`src/include/oag_params.svh`:
```
// Constants for the operand address generator
`ifndef OAG_PARAMS_SVH
`define OAG_PARAMS_SVH
`define OAG_REDIRECT_NIBBLE 4'hE
`define OAG_PAIR_LSB_MASK   4'hE
`define OAG_RF_ADDR_W       12
`define OAG_PM_ADDR_W       16
`define OAG_RESET_RF_ADDR   12'h000
`define OAG_RESET_PM_ADDR   16'h0000
`define OAG_RESET_BYTE      8'h00
`endif

```
`src/include/oag_pkg.sv`:
```
// Types for the operand address generator
package oag_pkg;
  typedef enum logic [3:0] {
    OAG_WORK_REG     = 4'h0,
    OAG_WORK_PAIR    = 4'h1,
    OAG_REG8         = 4'h2,
    OAG_REG_PAIR8    = 4'h3,
    OAG_IMMEDIATE    = 4'h4,
    OAG_IND_WORK     = 4'h5,
    OAG_IND_WPAIR_RF = 4'h6,
    OAG_IND_WPAIR_PM = 4'h7,
    OAG_IND_REG      = 4'h8,
    OAG_IND_REG_PAIR = 4'h9,
    OAG_INDEXED      = 4'hA,
    OAG_ABS_BRANCH   = 4'hB,
    OAG_REL_BRANCH   = 4'hC,
    OAG_DEC_BRANCH   = 4'hD
  } oag_mode_type;

  typedef enum logic [1:0] {
    OAG_IDLE  = 2'h0,
    OAG_READ1 = 2'h1,
    OAG_READ2 = 2'h3,
    OAG_FIN   = 2'h2
  } oag_fsm_type;

  typedef struct packed {
    oag_fsm_type  state;
    oag_mode_type mode;
    logic [7:0]   wp;
    logic [7:0]   base;
    logic [11:0]  rd_addr;
    logic         rd_req;
    logic [7:0]   hi_byte;
    logic         done;
    logic         rf_valid;
    logic [11:0]  rf_ea;
    logic         pm_valid;
    logic [15:0]  pm_ea;
    logic         imm_valid;
    logic [7:0]   imm;
    logic         pc_load;
    logic [15:0]  pc_value;
  } oag_state_type;
endpackage

```
`src/include/oag_cond_if.sv`:
```
// Interface between address generator and condition evaluator
`timescale 1ns/1ps
interface oag_cond_if;
  logic [3:0] branch_condition_field;
  logic       carry;
  logic       zero;
  logic       sign;
  logic       overflow;
  logic       taken;
  modport gen  (output branch_condition_field, output carry, output zero, output sign, output overflow,
                input taken);
  modport eval (input branch_condition_field, input carry, input zero, input sign, input overflow,
                output taken);
endinterface

```
`src/verilog/oag_cond.sv`:
```
// Branch condition evaluator
`timescale 1ns/1ps
module oag_cond (
  // Condition request and answer
  oag_cond_if.eval cif
);
  logic lt;
  logic base_test;

  assign lt = cif.sign ^ cif.overflow;

  always_comb begin
    base_test = 1'b0;
    case (cif.branch_condition_field[2:0])
      3'h0: base_test = 1'b0;
      3'h1: base_test = lt;
      3'h2: base_test = cif.zero | lt;
      3'h3: base_test = cif.carry | cif.zero;
      3'h4: base_test = cif.overflow;
      3'h5: base_test = cif.sign;
      3'h6: base_test = cif.zero;
      default: base_test = cif.carry;
    endcase
  end

  // Upper half inverts the lower half
  assign cif.taken = base_test ^ cif.branch_condition_field[3];
endmodule

```
`src/verilog/oag_top.sv`:
```
// Operand effective-address generator
// Behaviour
// - Working register n maps to window pointer low, window pointer high, n.
// - Working pair uses even n only, mapped like a working register.
// - Register address outside E0h-EFh gets window pointer low nibble prefixed.
// - E0h-EFh is redirect mode: pointer low, pointer high, low address nibble.
// - Immediate operand is the program byte after the opcode, any 0 to 255.
// - Indirect working register: read byte, prefix window pointer low nibble.
// - Indirect working pair: contents give 12-bit register or 16-bit memory address.
// - Indirect register: read byte at mapped address, prefix pointer low nibble.
// - Indirect register pair supplies a 16-bit program memory address.
// - Indexed: base plus signed working-register offset, prefixed by pointer low nibble.
// - Direct branch loads the 16-bit target into the program counter when its condition test passes.
// - Relative branch adds signed offset to next-instruction address.
// - Four-bit condition field selects one of sixteen flag tests.
`timescale 1ns/1ps
`include "oag_params.svh"
module oag_top (
  // Clock and reset
  input  wire logic                       i_clk,
  input  wire logic                       i_rst_n,
  // Operand request from the sequencer
  input  wire logic                       i_req,
  input  wire oag_pkg::oag_mode_type      i_mode,
  input  wire logic [7:0]                 i_operand,
  input  wire logic [7:0]                 i_aux_byte,
  input  wire logic [15:0]                i_direct_jump_target,
  input  wire logic [7:0]                 i_register_window_pointer,
  input  wire logic [15:0]                i_pc_next,
  input  wire logic [3:0]                 i_branch_condition_field,
  input  wire logic                       i_count_nonzero,
  output logic                            o_ready,
  output logic                            o_done,
  // Flags from the flag register
  input  wire logic                       i_carry,
  input  wire logic                       i_zero,
  input  wire logic                       i_sign,
  input  wire logic                       i_overflow,
  // Register file read port
  output logic                            o_rf_rd_req,
  output logic [`OAG_RF_ADDR_W-1:0]       o_rf_rd_addr,
  input  wire logic                       i_rf_rd_valid,
  input  wire logic [7:0]                 i_rf_rd_data,
  // Resolved operand
  output logic                            o_rf_valid,
  output logic [`OAG_RF_ADDR_W-1:0]       o_rf_ea,
  output logic                            o_pm_valid,
  output logic [`OAG_PM_ADDR_W-1:0]       o_pm_ea,
  output logic                            o_imm_valid,
  output logic [7:0]                      o_immediate_operand,
  // Program counter load
  output logic                            o_pc_load,
  output logic [`OAG_PM_ADDR_W-1:0]       o_pc_value
);
  oag_pkg::oag_state_type cur;
  oag_pkg::oag_state_type next_cur;
  oag_cond_if             cif ();
  logic                   accept;
  logic [7:0]             wp;
  logic [11:0]            map_work;
  logic [11:0]            map_pair;
  logic [11:0]            map_reg8;
  logic [15:0]            rel_target;
  logic [7:0]             index_sum;

  oag_cond u_cond (
    .cif (cif)
  );

  assign cif.branch_condition_field = i_branch_condition_field;
  assign cif.carry                  = i_carry;
  assign cif.zero                   = i_zero;
  assign cif.sign                   = i_sign;
  assign cif.overflow               = i_overflow;

  assign accept = i_req && (cur.state == oag_pkg::OAG_IDLE);
  assign wp     = i_register_window_pointer;

  // Operand to register-file address mapping
  assign map_work = {wp[3:0], wp[7:4], i_operand[3:0]};
  assign map_pair = {wp[3:0], wp[7:4], i_operand[3:0] & `OAG_PAIR_LSB_MASK};
  always_comb begin
    if (i_operand[7:4] == `OAG_REDIRECT_NIBBLE) begin
      map_reg8 = {wp[3:0], wp[7:4], i_operand[3:0]};
    end else begin
      map_reg8 = {wp[3:0], i_operand};
    end
  end

  assign rel_target = i_pc_next + {{8{i_aux_byte[7]}}, i_aux_byte};
  assign index_sum  = cur.base + i_rf_rd_data;

  always_comb begin
    next_cur           = cur;
    next_cur.done      = 1'b0;
    next_cur.rf_valid  = 1'b0;
    next_cur.pm_valid  = 1'b0;
    next_cur.imm_valid = 1'b0;
    next_cur.pc_load   = 1'b0;
    case (cur.state)
      oag_pkg::OAG_IDLE: begin
        if (accept) begin
          next_cur.mode = i_mode;
          next_cur.wp   = wp;
          next_cur.base = i_aux_byte;
          next_cur.done = 1'b1;
          case (i_mode)
            oag_pkg::OAG_WORK_REG: begin
              next_cur.rf_valid = 1'b1;
              next_cur.rf_ea    = map_work;
            end
            oag_pkg::OAG_WORK_PAIR: begin
              next_cur.rf_valid = 1'b1;
              next_cur.rf_ea    = map_pair;
            end
            oag_pkg::OAG_REG8,
            oag_pkg::OAG_REG_PAIR8: begin
              next_cur.rf_valid = 1'b1;
              next_cur.rf_ea    = map_reg8;
            end
            oag_pkg::OAG_IMMEDIATE: begin
              next_cur.imm_valid = 1'b1;
              next_cur.imm       = i_aux_byte;
            end
            oag_pkg::OAG_ABS_BRANCH: begin
              next_cur.pc_load  = cif.taken;
              next_cur.pc_value = i_direct_jump_target;
            end
            oag_pkg::OAG_REL_BRANCH: begin
              next_cur.pc_load  = cif.taken;
              next_cur.pc_value = rel_target;
            end
            oag_pkg::OAG_DEC_BRANCH: begin
              next_cur.pc_load  = i_count_nonzero;
              next_cur.pc_value = rel_target;
            end
            oag_pkg::OAG_IND_WORK,
            oag_pkg::OAG_INDEXED: begin
              next_cur.done    = 1'b0;
              next_cur.state   = oag_pkg::OAG_READ1;
              next_cur.rd_req  = 1'b1;
              next_cur.rd_addr = map_work;
            end
            oag_pkg::OAG_IND_WPAIR_RF,
            oag_pkg::OAG_IND_WPAIR_PM: begin
              next_cur.done    = 1'b0;
              next_cur.state   = oag_pkg::OAG_READ1;
              next_cur.rd_req  = 1'b1;
              next_cur.rd_addr = map_pair;
            end
            oag_pkg::OAG_IND_REG,
            oag_pkg::OAG_IND_REG_PAIR: begin
              next_cur.done    = 1'b0;
              next_cur.state   = oag_pkg::OAG_READ1;
              next_cur.rd_req  = 1'b1;
              next_cur.rd_addr = map_reg8;
            end
            default: begin
              next_cur.done = 1'b1;
            end
          endcase
        end
      end
      oag_pkg::OAG_READ1: begin
        if (i_rf_rd_valid) begin
          case (cur.mode)
            oag_pkg::OAG_IND_WORK,
            oag_pkg::OAG_IND_REG: begin
              next_cur.rd_req   = 1'b0;
              next_cur.state    = oag_pkg::OAG_FIN;
              next_cur.rf_valid = 1'b1;
              next_cur.done     = 1'b1;
              next_cur.rf_ea    = {cur.wp[3:0], i_rf_rd_data};
            end
            oag_pkg::OAG_INDEXED: begin
              next_cur.rd_req   = 1'b0;
              next_cur.state    = oag_pkg::OAG_FIN;
              next_cur.rf_valid = 1'b1;
              next_cur.done     = 1'b1;
              next_cur.rf_ea    = {cur.wp[3:0], index_sum};
            end
            default: begin
              // Pair: high byte at the first address read, low byte at the next
              next_cur.hi_byte = i_rf_rd_data;
              next_cur.rd_addr = cur.rd_addr + 12'h001;
              next_cur.state   = oag_pkg::OAG_READ2;
            end
          endcase
        end
      end
      oag_pkg::OAG_READ2: begin
        if (i_rf_rd_valid) begin
          next_cur.rd_req = 1'b0;
          next_cur.state  = oag_pkg::OAG_FIN;
          next_cur.done   = 1'b1;
          if (cur.mode == oag_pkg::OAG_IND_WPAIR_RF) begin
            next_cur.rf_valid = 1'b1;
            next_cur.rf_ea    = {cur.hi_byte[3:0], i_rf_rd_data};
          end else begin
            next_cur.pm_valid = 1'b1;
            next_cur.pm_ea    = {cur.hi_byte, i_rf_rd_data};
          end
        end
      end
      default: begin
        next_cur.state = oag_pkg::OAG_IDLE;
      end
    endcase
  end

  always_ff @(posedge i_clk or negedge i_rst_n) begin
    if (!i_rst_n) begin
      cur <= '{state: oag_pkg::OAG_IDLE, mode: oag_pkg::OAG_WORK_REG, wp: `OAG_RESET_BYTE,
               base: `OAG_RESET_BYTE, rd_addr: `OAG_RESET_RF_ADDR, rd_req: 1'b0,
               hi_byte: `OAG_RESET_BYTE, done: 1'b0, rf_valid: 1'b0, rf_ea: `OAG_RESET_RF_ADDR,
               pm_valid: 1'b0, pm_ea: `OAG_RESET_PM_ADDR, imm_valid: 1'b0, imm: `OAG_RESET_BYTE,
               pc_load: 1'b0, pc_value: `OAG_RESET_PM_ADDR};
    end else begin
      cur <= next_cur;
    end
  end

  assign o_ready             = (cur.state == oag_pkg::OAG_IDLE);
  assign o_done              = cur.done;
  assign o_rf_rd_req         = cur.rd_req;
  assign o_rf_rd_addr        = cur.rd_addr;
  assign o_rf_valid          = cur.rf_valid;
  assign o_rf_ea             = cur.rf_ea;
  assign o_pm_valid          = cur.pm_valid;
  assign o_pm_ea             = cur.pm_ea;
  assign o_imm_valid         = cur.imm_valid;
  assign o_immediate_operand = cur.imm;
  assign o_pc_load           = cur.pc_load;
  assign o_pc_value          = cur.pc_value;
endmodule

```
`config.mk`:
```
export PLATFORM = sky130hd
export DESIGN_NAME = oag_top
export DESIGN_NICKNAME = d
export VERILOG_FILES = /design/src/include/oag_pkg.sv /design/src/include/oag_cond_if.sv /design/src/verilog/oag_cond.sv /design/src/verilog/oag_top.sv
export VERILOG_INCLUDE_DIRS = /design/src /design/src/include
export SDC_FILE = /design/constraint.sdc
export NUM_CORES = 1
export LEC_CHECK = 0
export CORE_UTILIZATION = 40
export DETAILED_ROUTE_END_ITERATION = 12
export DONT_BUFFER_PORTS = 1
export SYNTH_ARGS = -nofsm -noshare
export SYNTH_HDL_FRONTEND = slang
export SYNTH_HIERARCHICAL = 1
export SYNTH_SLANG_ARGS = --single-unit
```
`constraint.sdc`:
```
create_clock -name i_clk -period 2.4 [get_ports i_clk]
set_clock_uncertainty 0.05 [all_clocks]
set_input_delay 0.24 -clock i_clk [delete_from_list [all_inputs] [get_ports i_clk]]
set_output_delay 0.24 -clock i_clk [all_outputs]
set_load 0.05 [all_outputs]
```
After elaboration in Yosys (flattened, before gate mapping)
Index checks and enable logic that the tools add are counted.
{"block": "op_classes", "addsub": 3, "n_eq_ne": 36, "muxes": 29, "n_bitwise": 6, "reduce_logical": 23}
{"operator": "$pmux W13 S3", "n": 2}
{"operator": "$mux W35", "n": 2}
{"operator": "$mux W26", "n": 2}
{"operator": "$pmux W17 S3", "n": 1}
{"operator": "$pmux W14 S3", "n": 1}
{"operator": "$eq A4 B4 Y1 const B", "n": 9}
{"operator": "$mux W17", "n": 2}
{"operator": "$mux W31", "n": 1}
{"operator": "$pmux W14 S2", "n": 1}
{"operator": "$eq A4 B3 Y1 const B", "n": 6}
{"operator": "$pmux W12 S2", "n": 1}
{"operator": "$add A16 B16 Y16", "n": 1}
{"operator": "$mux W8", "n": 2}
{"operator": "$mux W14", "n": 1}
{"operator": "$mux W13", "n": 1}
{"operator": "$add A12 B1 Y12 const B", "n": 1}
{"operator": "$mux W12", "n": 1}
{"operator": "$ne A2 B2 Y1 const B", "n": 6}
{"operator": "$reduce_and A3 Y1", "n": 4}
{"operator": "$reduce_or A2 Y1", "n": 5}
{"operator": "$eq A3 B3 Y1 const B", "n": 3}
{"operator": "$mux W9", "n": 1}
{"operator": "$add A8 B8 Y8", "n": 1}
{"operator": "$eq A4 B2 Y1 const B", "n": 2}
{"operator": "29 further kinds", "n": 40}
{"block": "word_totals", "reg_bits": 100, "inputBits": 81, "output_inout_bits": 71, "word_cells": 113}

Logic depth before layout (Yosys ltp)
{"block": "logic_depth", "ltp_word": 7, "mapped_depth": 9, "mapped_depth_nobuf": 9}

Hierarchy
The synthesis kept the hierarchy.
{"module": "oag_top", "n_inst": 1, "cells_per_inst": 631, "area_per_inst_um2": 5876.9, "seq_area_each_um2": 2402.3}
{"module": "oag_cond", "n_inst": 1, "cells_per_inst": 11, "area_per_inst_um2": 87.6, "seq_area_each_um2": 0.0}

Worst setup path before layout
No wires, ideal clock.
{"block": "synth_timing", "path_kind": "register to register", "from": "register cur[79] (netlist bit)", "to": "register cur (netlist bit o_rf_ea[7])", "setup_time_ps": 126, "t_arrival_ps": 1867, "required_ps": 2224, "path_slack_ps": 357, "path_stages_with_launch": 8, "path_buffers": 0, "period_less_slack_ps": 2043, "cell_sequence": "dfrtp_1 -> ha_1 -> a211oi_1 -> o21bai_1 -> a2111oi_0 -> nor3_1 -> xnor2_1 -> a221o_1"}
{"block": "synth_between", "elab_chain_cells": 4}
{"item": "start: declaration", "line": "oag_top.sv:55", "text": "oag_pkg::oag_state_type cur;"}
{"item": "start signal: assignment", "line": "oag_top.sv:213", "text": "cur <= '{state: oag_pkg::OAG_IDLE, mode: oag_pkg::OAG_WORK_REG, wp: `OAG_RESET_BYTE,"}
{"item": "start signal: assignment", "line": "oag_top.sv:219", "text": "cur <= next_cur;"}
{"item": "$add A8 B8 Y8", "line": "oag_top.sv:91", "text": "assign index_sum = cur.base + i_rf_rd_data;"}
{"item": "$pmux W14 S2", "line": "oag_top.sv:166", "text": "case (cur.mode)"}
{"item": "$mux W35", "line": "oag_top.sv:165", "text": "if (i_rf_rd_valid) begin"}
{"item": "$pmux W14 S3", "line": "oag_top.sv:100", "text": "case (cur.state)"}
Every way passes these cells. The select of a mux whose other input is x is not followed.
A chain may end at the register's enable or synchronous reset.

Worst setup path after layout
Ends and elaborated chain as after synthesis.

==> impl_summary.md <==
Critical path
On the critical path, the stage with the largest delay is an instance of sky130_fd_sc_hd__a2111oi_0. The highest fanout seen on the critical path is 2. The endpoint identified for the worst register-to-register timing path is o_rf_ea[7]. The critical path goes through ha_1, a211oi_1, o21bai_1, a2111oi_0, nor3_1, xnor2_1, a221o_1. For the worst setup path, the data arrival time is 2400 ps.

The startpoint of the worst-slack reg-to-reg timing path is cur[79]. The worst setup path is of the register to register kind. The kind of launch point of the worst setup path is a register.

For flop-to-flop paths, the worst setup slack is 190 ps. In this design, the stage delay of the slowest critical-path cell is 430 ps. The length in cells of the worst reg-to-reg path is 7. The worst setup path is captured at a register. For the worst setup path, the data required time is 2590 ps.

Yosys
The main combinational cell family by area after synthesis is compound AO/OA/AOI/OAI gates. Of the total synthesized cell area, the portion taken by full adders, half adders and majority gates is 0.0550. The most used flip-flop cell after synthesis is sky130_fd_sc_hd__dfrtp_1. Counting distinct cell types in the post-synthesis netlist gives 69. The proportion of synthesized chip area in sequential cells is 0.403. The area fraction in compound gates after synthesis came to 0.200.

The async set-or-reset flop fraction in the synthesized netlist is 1.00. The synthesized-area fraction occupied by and/or/nand/nor cells is 0.156. The number of synthesized flops with an enable pin is 0. The total standard cell area after synthesis is 5960 um^2. The synthesized net count is 748. The portion of synthesized area spent on multiplexers is 0.0508. The synthesized design contains 96 register bits. After technology mapping, the gate count stands at 642.

The synthesized design spends more area on one cell type than any other, namely sky130_fd_sc_hd__dfrtp_1. The post-synthesis share of cell area spent on xor and xnor gates is 0.0264. The mean post-synth cell area is 9.29 um^2.

Of the post-synthesis cell area, the dominant cell type holds 0.403. Yosys printed 6 warnings. Sorting the synthesized cells by area gives the leading types as sky130_fd_sc_hd__dfrtp_1, sky130_fd_sc_hd__buf_4, sky130_fd_sc_hd__nand2_1.

Drt
The final wirelength is 15400 um. For this run, design rule violations remaining after detail routing come to 0. The first-iteration detailed-routing DRC count is 249. In the final routed layout, each cell accounts on average for 19.1 um.

The via total after detailed routing is 4640. The first TritonRoute pass finished after 5 iterations. The final antenna-violating net count is 0. After detailed routing, the number of vias per cell comes to 5.73.

Global routing
The maximum number of pins on one net before global-route repair is 97. Summed over all layers, the global routing overflow is 0. The via count of the first global-routing pass is 4623.

The initial antenna violation count came to 0. For this run, the total global-route usage over all layers was measured as 0.208. The first global-routing pass estimated 24100 um of wire.

Clock tree
The clock-pin slew reported for the worst setup and hold paths after clock tree synthesis is 70 ps. The library cell used as clock root buffer is sky130_fd_sc_hd__clkbuf_16. The clock latency on the worst-skew pair is 360 ps. The maximum level of the CTS H-tree is 3. In this run the deepest clock path goes through 2 buffers. After clock tree synthesis, the setup repair step added 0 buffers.

TritonCTS built the clock tree. In this run, CTS created clock tree buffers numbering 9. The hold buffer count at cts is 29. Post-CTS repair changed the size of 0 cells. Counting every sink on the clock net gives 96.

STA
The final total negative setup slack is 0 ps. The total setup violations reported at the end of the flow is 0. The max-slew headroom at the worst pin is 0.600. The final hold slack is -473 ps. The number of hold-slack violations in the final timing report is 96.

The slew at the pin closest to its max-slew limit is 594 ps. Setup repair after global routing left no endpoint under its margin. The clock period could shrink to 2210 ps. Dividing the final minimum period by the clock period gives 0.920. Based on the critical path, the design can be clocked at up to 0.453 GHz. The number of pins exceeding their max-slew limit in the final report was 0.

Die
The die is 124 um tall. The full die area is 15400 um^2. The I/O pin total is 152. From left edge to right edge, the die measures 124 um. The core box area is 14500 um^2. The initial standard-cell utilization of the core is 0.410. The floorplan has 44 rows.

Layout
The area growth from synthesis to layout is 7.22%. Once layout is done, the placed cells without fillers occupy 6390 um^2. The share of cells above drive strength 1 is 0.150. The non-filler instance count after layout is 810.

The layout filler cell count is 1417. The net count reported at finish is 727. The area used by multi-input combinational logic is 2920 um^2. The sequential cell area is 2400 um^2. The repair_antennas step left the layout with diodes totalling 0.

Placed design
The post-detailed-placement half-perimeter wirelength is 11300 um. The placed instance count is 765. At the end of routability-driven placement, the weighted congestion stood at 0.876.

During placement, the flow inserted port buffers numbering 0. The placed instance area is 5800 um^2.

Run status
The checks that failed: negative hold slack. The flow ran to the end, but the final reports show violations.

Worst hold path
The type of the tightest min-delay check is input pin to asynchronous set/reset pin.

Power
The power consumption is 8.72 mW. The static power due to leakage is 2.81 nW. The ratio of total power to cell area is 1360 nW/um^2. The maximum VDD drop is 0.570 mV.

Flow run
The tool flagged a number of max-cap violations equal to 0.
-- routing by layer --
layer / vias to the layer above / track usage / share of wire
met5: - / 0 / 0
met4: 0 / 0.0804 / 0.020
met3: 23 / 0.0659 / 0.093
met2: 173 / 0.330 / 0.47
met1: 2259 / 0.261 / 0.42
li1: 2185 / - / -
-- Yosys cell counts (3+ instances only) --
cell / count
sky130_fd_sc_hd__dfrtp_1: 96
sky130_fd_sc_hd__nand2_1: 95
sky130_fd_sc_hd__buf_4: 64
sky130_fd_sc_hd__o21ai_0: 54
sky130_fd_sc_hd__nor2_1: 45
sky130_fd_sc_hd__mux2_2: 26
sky130_fd_sc_hd__a21oi_1: 25
sky130_fd_sc_hd__ha_1: 23
sky130_fd_sc_hd__a22oi_1: 14
sky130_fd_sc_hd__inv_1: 14
sky130_fd_sc_hd__xnor2_1: 13
sky130_fd_sc_hd__clkbuf_1: 12
sky130_fd_sc_hd__a21o_1: 10
sky130_fd_sc_hd__buf_2: 8
sky130_fd_sc_hd__a21oi_2: 7
sky130_fd_sc_hd__a31oi_1: 7
sky130_fd_sc_hd__o22ai_1: 7
sky130_fd_sc_hd__a222oi_1: 6
sky130_fd_sc_hd__and3_1: 6
sky130_fd_sc_hd__nand2b_1: 6
sky130_fd_sc_hd__nand3_1: 6
sky130_fd_sc_hd__nand3b_1: 6
sky130_fd_sc_hd__nor3_1: 6
sky130_fd_sc_hd__a32oi_1: 5
sky130_fd_sc_hd__o221ai_1: 5
sky130_fd_sc_hd__xor2_1: 5
sky130_fd_sc_hd__nor2_2: 4
sky130_fd_sc_hd__o21a_1: 4
sky130_fd_sc_hd__a211oi_1: 3
sky130_fd_sc_hd__a221oi_1: 3
sky130_fd_sc_hd__and2_1: 3
sky130_fd_sc_hd__nand4_1: 3
sky130_fd_sc_hd__o211ai_1: 3
sky130_fd_sc_hd__o21bai_1: 3
sky130_fd_sc_hd__o31a_1: 3
-- sequential cells by signal, summed over array words and instances (netlist names), 8 cells and up --
register,flops
cur,26
o_immediate_operand,8
o_pc_value,16
o_pm_ea,16
o_rf_ea,12
o_rf_rd_addr,12
-- worst max-delay path: cells and delay by family (launching register included) --
kind                       cells  cell delay [ps]
xor gates and xnor gates       1              150
DFF                            1              380
AOI/OAI and AO/OA              4             1100
and+or+nand+nor                1              130
adders and majority gates      1              300
-- per-stage QoR --
stage | worst slack (ps) | hold WS, ps | utilization
finish | 193 | -473 | 0.440
global route | 19.6 | -488 | 0.440
CTS | 178 | -489 | 0.440
detailed placement | 153 | -102 | 0.399
global placement | 206 | -102 | 0.399
floorplan | 357 | -106 | -
-- layout make-up --
cell class | count | share of cell area
multi-input combinational | 444 | 0.456
sequential | 96 | 0.376
timing repair buffer | 55 | 0.0759
clock buffer | 10 | 0.0374
tap | 184 | 0.0360
clock inverter | 6 | 0.00959
inverter | 15 | 0.00900
-- report_power, final --
group	internal (mW)	switching [mW]	leakage, nW
logic	1.14	1.51	1.47
clock network	0.757	0.684	0.144
registers	2.35	2.28	1.20
total	4.25	4.47	2.81
-- placed cells by master, fill, tap and decap left out, types with 4 or more instances in the layout --
| master | n |
|---|---|
| sky130_fd_sc_hd__a222oi_1 | 6 |
| sky130_fd_sc_hd__a21oi_2 | 7 |
| sky130_fd_sc_hd__o21a_1 | 4 |
| sky130_fd_sc_hd__a31oi_1 | 7 |
| sky130_fd_sc_hd__xnor2_1 | 13 |
| sky130_fd_sc_hd__a21oi_1 | 25 |
| sky130_fd_sc_hd__o221ai_1 | 5 |
| sky130_fd_sc_hd__o21ai_0 | 54 |
| sky130_fd_sc_hd__o22ai_1 | 7 |
| sky130_fd_sc_hd__nand2_1 | 95 |
| sky130_fd_sc_hd__dfrtp_1 | 96 |
| sky130_fd_sc_hd__a22oi_1 | 14 |
| sky130_fd_sc_hd__inv_1 | 14 |
| sky130_fd_sc_hd__nor2_2 | 4 |
| sky130_fd_sc_hd__and3_1 | 6 |
| sky130_fd_sc_hd__nand3b_1 | 6 |
| sky130_fd_sc_hd__nor3_1 | 6 |
| sky130_fd_sc_hd__buf_4 | 26 |
| sky130_fd_sc_hd__ha_1 | 23 |
| sky130_fd_sc_hd__a21o_1 | 10 |
| sky130_fd_sc_hd__mux2_2 | 26 |
| sky130_fd_sc_hd__clkbuf_16 | 9 |
| sky130_fd_sc_hd__dlygate4sd3_1 | 29 |
| sky130_fd_sc_hd__nand2b_1 | 6 |
| sky130_fd_sc_hd__a32oi_1 | 5 |
| sky130_fd_sc_hd__xor2_1 | 5 |
| sky130_fd_sc_hd__nor2_1 | 45 |
| sky130_fd_sc_hd__nand3_1 | 6 |
-- worst max path at each step --
| stage | start | to | slack (ps) | cells after the start |
|---|---|---|---|---|
| 2_1_floorplan | cur[79] | o_rf_ea[7] | 360 | 7 |
| 3_3_place_gp | i_aux_byte[0] | o_pc_value[8] | 210 | 9 |
| 3_5_place_dp | i_aux_byte[0] | o_pc_value[8] | 150 | 9 |
| 4_1_cts | cur[79] | o_rf_ea[7] | 180 | 7 |
| 5_1_grt | cur[80] | o_rf_ea[7] | 20 | 7 |
| 6_report | cur[79] | o_rf_ea[7] | 190 | 7 |
-- cells by family (layout without fill, tap and decap cells) --
| kind of cell | count (synthesis) | in the layout |
|---|---|---|
| multiplexers | 27 | 27 |
| AO/OA/AOI/OAI | 176 | 176 |
| XOR/XNOR | 18 | 18 |
| adder cells (fa/ha/maj) | 25 | 25 |
| AND/OR/NAND/NOR | 198 | 198 |
| buffers and inverters | 102 | 86 |
| flip-flops | 96 | 96 |
Power figures use the tool's default switching activity.
